===== src/rtl/rst_nmi_pkg.sv =====
// constants for the reset / nmi / power-down gate
// assumes a 125 MHz cpu clock (8 ns period)
package rst_nmi_pkg;
	localparam int CLK_PERIOD_NS   = 8;
	// spike filter figures, in ns
	localparam int SPIKE_REJECT_NS = 10;
	localparam int SPIKE_PASS_NS   = 100;
	// a low shorter than the reject time never counts: round up
	localparam int REJECT_CYC      = (SPIKE_REJECT_NS + CLK_PERIOD_NS - 1) / CLK_PERIOD_NS;
	// a low longer than the pass time always counts: round down, at least one
	localparam int PASS_CYC_RAW    = SPIKE_PASS_NS / CLK_PERIOD_NS;
	localparam int PASS_CYC        = (PASS_CYC_RAW < 1) ? 1 : PASS_CYC_RAW;
	localparam int FILT_CNT_W      = 8;
	localparam int SYNC_STAGES     = 2;

	typedef enum logic [1:0] {
		ST_RUN,
		ST_POWER_DOWN
	} pwr_state_t;
endpackage


===== src/rtl/sync_if.sv =====
// bundle of synchronised pin levels passed from the synchroniser to the gate
// assumes a single clock domain
interface sync_if;
	logic reset_lvl_n;
	logic nmi_lvl_n;
	modport src (output reset_lvl_n, output nmi_lvl_n);
	modport dst (input reset_lvl_n, input nmi_lvl_n);
endinterface


===== src/rtl/pin_sync.sv =====
// two-stage synchroniser for the reset and nmi pins
// assumes the pins are free-running levels; reset state is idle high
module pin_sync
	import rst_nmi_pkg::*;
(
	// clock and reset
	input  wire logic i_ref_clk,
	input  wire logic i_rst_n,
	// raw pins
	input  wire logic i_reset_raw_n,
	input  wire logic i_nmi_raw_n,
	// synchronised levels
	sync_if.src       sync
);
	logic [1:0] meta_ff;
	logic [1:0] nxt_meta;
	logic [1:0] stab_ff;
	logic [1:0] nxt_stab;

	always_comb
	begin
		nxt_meta = {i_nmi_raw_n, i_reset_raw_n};
		// the first stage feeds only the second
		nxt_stab = meta_ff;
	end

	always_ff @(posedge i_ref_clk or negedge i_rst_n)
	begin
		if (!i_rst_n)
		begin
			meta_ff <= 2'h3;
			stab_ff <= 2'h3;
		end
		else
		begin
			meta_ff <= nxt_meta;
			stab_ff <= nxt_stab;
		end
	end

	assign sync.reset_lvl_n = stab_ff[0];
	assign sync.nmi_lvl_n   = stab_ff[1];
endmodule


===== src/rtl/reset_nmi_powerdown_gate.sv =====
// reset pin filter, nmi edge trap request and power-down gating
// assumes inputs synchronous-ish to i_ref_clk; i_rst_n is the power-on reset
//
// Functional notes
// - a low reset pin with the oscillator running puts the device into reset.
// - low pulses under 10 ns on the reset pin never cause a reset.
// - low pulses over 100 ns on the reset pin always cause a reset.
// - a falling edge on the nmi pin sends the cpu to the nmi trap routine.
// - a power-down instruction enters power-down only while the nmi pin is low.
// - with the nmi pin high a power-down instruction is ignored and running continues.
module reset_nmi_powerdown_gate
	import rst_nmi_pkg::*;
#(
	parameter int PASS_CYCLES = rst_nmi_pkg::PASS_CYC
)
(
	// clock and reset
	input  wire logic i_ref_clk,
	input  wire logic i_rst_n,
	// board pins
	input  wire logic i_reset_in_n,
	input  wire logic i_nmi_n,
	input  wire logic i_osc_running,
	// cpu side
	input  wire logic i_power_down_instruction,
	output logic      o_cpu_reset_n,
	output logic      o_nmi_trap,
	output logic      o_power_down,
	output logic      o_pd_ignored
);
	////////////////////////////////////////////////////////////////////////////
	// elaboration checks

	// the low counter must be able to reach the threshold
	if (PASS_CYCLES < 1 || PASS_CYCLES >= (1 << FILT_CNT_W))
	begin : g_bad_pass
		$error("PASS_CYCLES out of range");
	end

	// the synchroniser module is built with exactly two stages
	if (SYNC_STAGES != 2)
	begin : g_bad_sync
		$error("SYNC_STAGES must be 2");
	end

	////////////////////////////////////////////////////////////////////////////
	// helpers

	// a low sample counts only while the oscillator runs
	function automatic logic pin_counts(
		input logic lvl_n,
		input logic osc
	);
		return !lvl_n && osc;
	endfunction

	// high-to-low step between two consecutive samples
	function automatic logic fell_edge(
		input logic prev,
		input logic now
	);
		return prev && !now;
	endfunction

	////////////////////////////////////////////////////////////////////////////
	// synchroniser

	sync_if sync ();

	pin_sync u_sync (
		.i_ref_clk     (i_ref_clk),
		.i_rst_n       (i_rst_n),
		.i_reset_raw_n (i_reset_in_n),
		.i_nmi_raw_n   (i_nmi_n),
		.sync          (sync)
	);

	////////////////////////////////////////////////////////////////////////////
	// reset filter

	logic [FILT_CNT_W-1:0] low_cnt_ff;
	logic [FILT_CNT_W-1:0] nxt_low_cnt;
	logic                  cpu_rst_n_ff;
	logic                  nxt_cpu_rst_n;

	always_comb
	begin
		nxt_low_cnt   = low_cnt_ff;
		nxt_cpu_rst_n = cpu_rst_n_ff;
		// stopped oscillator: pin level is not honoured
		if (!pin_counts(sync.reset_lvl_n, i_osc_running))
		begin
			nxt_low_cnt   = '0;
			nxt_cpu_rst_n = 1'b1;
		end
		// count the low; short spikes die before reaching the threshold
		else if (low_cnt_ff < FILT_CNT_W'(PASS_CYCLES - 1))
		begin
			nxt_low_cnt = low_cnt_ff + FILT_CNT_W'(1);
		end
		else
		begin
			// PASS_CYCLES low samples: a pulse over the pass time always
			// gives at least that many, so it can never slip through
			nxt_cpu_rst_n = 1'b0;
		end
	end

	always_ff @(posedge i_ref_clk or negedge i_rst_n)
	begin
		if (!i_rst_n)
		begin
			low_cnt_ff   <= '0;
			cpu_rst_n_ff <= 1'b0;
		end
		else
		begin
			low_cnt_ff   <= nxt_low_cnt;
			cpu_rst_n_ff <= nxt_cpu_rst_n;
		end
	end

	////////////////////////////////////////////////////////////////////////////
	// nmi edge

	logic nmi_prev_ff;
	logic nxt_nmi_prev;
	logic trap_ff;
	logic nxt_trap;

	always_comb
	begin
		nxt_nmi_prev = sync.nmi_lvl_n;
		// no trap request while the cpu is held in reset
		nxt_trap     = fell_edge(nmi_prev_ff, sync.nmi_lvl_n) && cpu_rst_n_ff;
	end

	always_ff @(posedge i_ref_clk or negedge i_rst_n)
	begin
		if (!i_rst_n)
		begin
			// idle level of the pin, so no false edge after reset
			nmi_prev_ff <= 1'b1;
			trap_ff     <= 1'b0;
		end
		else
		begin
			nmi_prev_ff <= nxt_nmi_prev;
			trap_ff     <= nxt_trap;
		end
	end

	////////////////////////////////////////////////////////////////////////////
	// power-down gate

	logic       ign_ff;
	logic       nxt_ign;
	logic       pd_ff;
	logic       nxt_pd;
	pwr_state_t state_ff;
	pwr_state_t nxt_state;

	always_comb
	begin
		nxt_ign      = 1'b0;
		nxt_state    = state_ff;
		unique case (state_ff)
			ST_RUN:
			begin
				if (i_power_down_instruction && cpu_rst_n_ff)
				begin
					if (!sync.nmi_lvl_n)
						nxt_state = ST_POWER_DOWN;
					else
						nxt_ign = 1'b1;
				end
			end
			ST_POWER_DOWN:
			begin
				// only a reset leaves power-down
				nxt_state = ST_POWER_DOWN;
			end
			default:
			begin
				nxt_state = ST_RUN;
			end
		endcase
		if (!cpu_rst_n_ff)
			nxt_state = ST_RUN;
		// registered copy of the state, so the output needs no decode
		nxt_pd = (nxt_state == ST_POWER_DOWN);
	end

	always_ff @(posedge i_ref_clk or negedge i_rst_n)
	begin
		if (!i_rst_n)
		begin
			ign_ff   <= 1'b0;
			pd_ff    <= 1'b0;
			state_ff <= ST_RUN;
		end
		else
		begin
			ign_ff   <= nxt_ign;
			pd_ff    <= nxt_pd;
			state_ff <= nxt_state;
		end
	end

	////////////////////////////////////////////////////////////////////////////
	// outputs, all from flip-flops

	assign o_cpu_reset_n = cpu_rst_n_ff;
	assign o_nmi_trap    = trap_ff;
	assign o_power_down  = pd_ff;
	assign o_pd_ignored  = ign_ff;
endmodule


===== config.mk =====
export PLATFORM = sky130hd
export DESIGN_NAME = reset_nmi_powerdown_gate
export DESIGN_NICKNAME = d
export VERILOG_FILES = /design/src/rtl/rst_nmi_pkg.sv /design/src/rtl/sync_if.sv /design/src/rtl/pin_sync.sv /design/src/rtl/reset_nmi_powerdown_gate.sv
export SDC_FILE = /design/constraint.sdc
export NUM_CORES = 1
export LEC_CHECK = 0
export BUFFER_PORTS_ARGS = -buffer_cell sky130_fd_sc_hd__buf_2
export CORE_MARGIN = 3
export CORE_UTILIZATION = 50
export DETAILED_ROUTE_END_ITERATION = 10
export GPL_TIMING_DRIVEN = 0
export HOLD_SLACK_MARGIN = 0.1
export PLACE_DENSITY = 0.68
export SYNTH_ARGS = -nofsm -noshare
export SYNTH_HDL_FRONTEND = slang
export SYNTH_SLANG_ARGS = --single-unit

===== constraint.sdc =====
create_clock -name i_ref_clk -period 1.9 [get_ports i_ref_clk]
set_clock_uncertainty 0.1 [all_clocks]
set_input_delay 0.095 -clock i_ref_clk [delete_from_list [all_inputs] [get_ports i_ref_clk]]
set_output_delay 0.095 -clock i_ref_clk [all_outputs]
set_load 0.005 [all_outputs]

==> flow_summary.json <==
{
  "cp-end-kind": "register",
  "antenna_found_initial": 0,
  "syn-cell-area_sq_um": 681,
  "powerDensity_nw_per_um2": 808,
  "track_usage_pct": 12.9,
  "setup_tns_ns": 0,
  "critPathSlowestCell": "or4_4",
  "vias": 439,
  "synth-compound-area-share_pct": 8.27,
  "dp_hpwl_um": 703,
  "worstPathArrival_ns": 1.76,
  "switching_share_pct": 21.8,
  "die_area_sq_um": 1840,
  "setup_viol": 0,
  "intPower_uw": 519,
  "grt_max_degree": 20,
  "post-place-ws_ns": 0.284,
  "setup_slack_ns": 0.267,
  "drt-total-wl_mm": 1.01,
  "drcViolationCount": 0,
  "ys_seq_area_share_pct": 70.8,
  "post-cts-setup-buffers": 0,
  "path_cells": "or4_4 > or3_1 > a21oi_1",
  "ios": 10,
  "viasPerCell": 5.16,
  "top_usage_layer": "met2",
  "yosys.area_share.simple_pct": 18.0,
  "wl_per_cell_um": 11.9,
  "path_delay_family": "simple AND/OR/NAND/NOR gates",
  "irDropWorstVdd_uv": 540,
  "relSlewSlack_pct": 66.6,
  "grt.overflow.total": 0,
  "chipWidth_um": 42.9,
  "slowest_delay_ns": 0.57,
  "fmax_ghz": 0.612,
  "cts.sinks": 19,
  "fin_total_pwr_uw": 663,
  "core-area_sq_um": 1190,
  "criticalPathCategory": "register to register",
  "holdWs_ns": 0.151,
  "clockPowerShare_pct": 29.8,
  "met2_usage_pct": 21.3,
  "maxCapViolations": 0,
  "pwr-share-seq_pct": 64.4,
  "ys_warn_count": 0,
  "syn_to_final_growth_pct": 20.6,
  "core.rowCount": 12,
  "final_layout_size_suffix_gt1_share_pct": 28.2,
  "antenna_cells": 0,
  "required_ns": 2.03,
  "cts_resized": 0,
  "worst_pin_slew_ns": 0.496,
  "status": "complete, no violations",
  "synthAdderAreaFrac_pct": 1.84,
  "cp-start-kind": "register",
  "die_h_um": 42.9,
  "synth-xor-area-share_pct": 0,
  "root_buffer": "clkbuf_4",
  "syn-num-nets": 60,
  "power_switching_uw": 144,
  "clock_path_buffers": 2,
  "hold_viol": 0,
  "hp-class": "primary input to asynchronous set/reset pin",
  "slew_viol_final": 0,
  "ys_types": 22,
  "drt_first_iter_violations": 2,
  "crit_buf_inv": 0,
  "syn_inst": 53,
  "grt_pass1_vias": 429,
  "clk_latency_ns": 0.29,
  "dr.pass1.iters": 3,
  "grtUsageMet1_pct": 15.3,
  "synth_top_family_by_area": "simple AND/OR/NAND/NOR gates",
  "postCtsHoldBufs": 5,
  "fin_crit_ns": 1.63,
  "synth_area_per_cell_sq_um": 12.8,
  "htreeDepth": 1,
  "synth-edff-count": 0,
  "nNetsFinal": 79,
  "synth_top_area_cell": "dfrtp_1",
  "async_flop_share_pct": 100,
  "ys_ff_latch": 19,
  "tritoncts": "built",
  "io_buffer_count": 9,
  "gp_congestion": 0.715,
  "critPathMaxFanout": 5,
  "synthMuxAreaShare_pct": 0,
  "synth_area_leaders": "dfrtp_1, dfstp_2, a21oi_1",
  "antenna_left": 0,
  "nFillCells": 99,
  "clk_pin_slew_ns": 0.10,
  "rsz0062_at_grt": "false",
  "yosys.area.top_type_share_pct": 51.5,
  "grt_pass1_wl_mm": 1.73,
  "start_util_pct": 57.4,
  "p_comb_share_pct": 5.8,
  "use_met3_pct": 2.54,
  "p_leak_nw": 0.399,
  "synthFlopType": "dfrtp_1",
  "post-route-util_pct": 69.2,
  "cts_buffers": 3,
  "fin_crit_sh_pct": 86.0
}
==> synth_stat cells, types with 2 or more instances <==
cell type	instances
and2_1	3
o21ai_0	4
nand2b_1	2
nor2_1	3
nand3_1	2
nand2_1	2
dfrtp_1	14
or3_1	2
a21oi_1	4
dfstp_2	5
==> layout by cell type (no fill, tap or decap), types with 3 or more instances in the layout <==
cell type	count
dlygate4sd3_1	5
dfstp_2	5
clkbuf_4	3
nor2_1	3
dfrtp_1	14
o21ai_0	4
a21oi_1	4
and2_1	3
buf_2	9
==> routing by layer <==
metal / share of wire [%] / vias to the layer above / routed length (um)
li1: - / 219 / -
met1: 45 / 208 / 450
met2: 49 / 10 / 500
met3: 4.5 / 2 / 45
met4: 1.4 / 0 / 14
met5: 0 / - / 0
==> worst reg2reg max path: stages, from the launching register on <==
cell and delay, ns:
dfrtp_1 0.41, or4_4 0.57, or3_1 0.36, a21oi_1 0.14
==> cell families (layout without fill, tap and decap cells) <==
family / after synthesis / after routing
flip-flops: 19 / 19
buffers and inverters: 1 / 19
adder cells (fa/ha/maj): 1 / 1
AND/OR/NAND/NOR: 21 / 21
other: 1 / 1
AO/OA/AOI/OAI: 10 / 10
==> cell type report <==
type	count	area (sq um)	area share [%]
flip-flops and latches	19	482	58.7
multi-input cells	33	195	23.8
repair buffers	14	95.1	11.6
clock buffers	3	22.5	2.74
well taps	14	17.5	2.13
clock inverters	1	5.00	0.610
inverters	1	3.75	0.457
==> final timing paths <==
check	depth (start not counted)	startpoint	end	slack, ns
worst max-delay path	3	low_cnt_ff[4]	low_cnt_ff[2]	0.27
max in group asynchronous	2	i_rst_n	u_sync.meta_ff[0]	1.23
min in group i_ref_clk	0	u_sync.meta_ff[1]	u_sync.stab_ff[1]	0.26
worst min-delay path	2	i_rst_n	o_pd_ignored	0.15
worst min register to register	0	u_sync.meta_ff[1]	u_sync.stab_ff[1]	0.26
worst max register to register	3	low_cnt_ff[4]	low_cnt_ff[2]	0.27
==> power groups by stage <==
stage          Clock, mW  Combinational [mW]  Sequential [mW]
2_1_floorplan          0              0.0123            0.434
3_3_place_gp           0              0.0309            0.434
3_5_place_dp           0              0.0315            0.435
4_1_cts            0.210              0.0392            0.427
5_1_grt            0.220              0.0440            0.428
6_report           0.198              0.0386            0.427
==> sequential cells by signal, indices dropped and copies added, names as in the netlist <==
register        cells
low_cnt_ff          8
nmi_prev_ff         1
o_cpu_reset_n       1
o_nmi_trap          1
o_pd_ignored        1
o_power_down        1
state_ff            2
u_sync.meta_ff      2
u_sync.stab_ff      2
==> per-stage QoR <==
stage,cells,instance area (sq um)
2_1_floorplan,53,681
3_3_place_gp,76,743
3_5_place_dp,76,743
4_1_cts,85,821
5_1_grt,85,821
6_report,85,821
(Power assumes the default switching activity.)
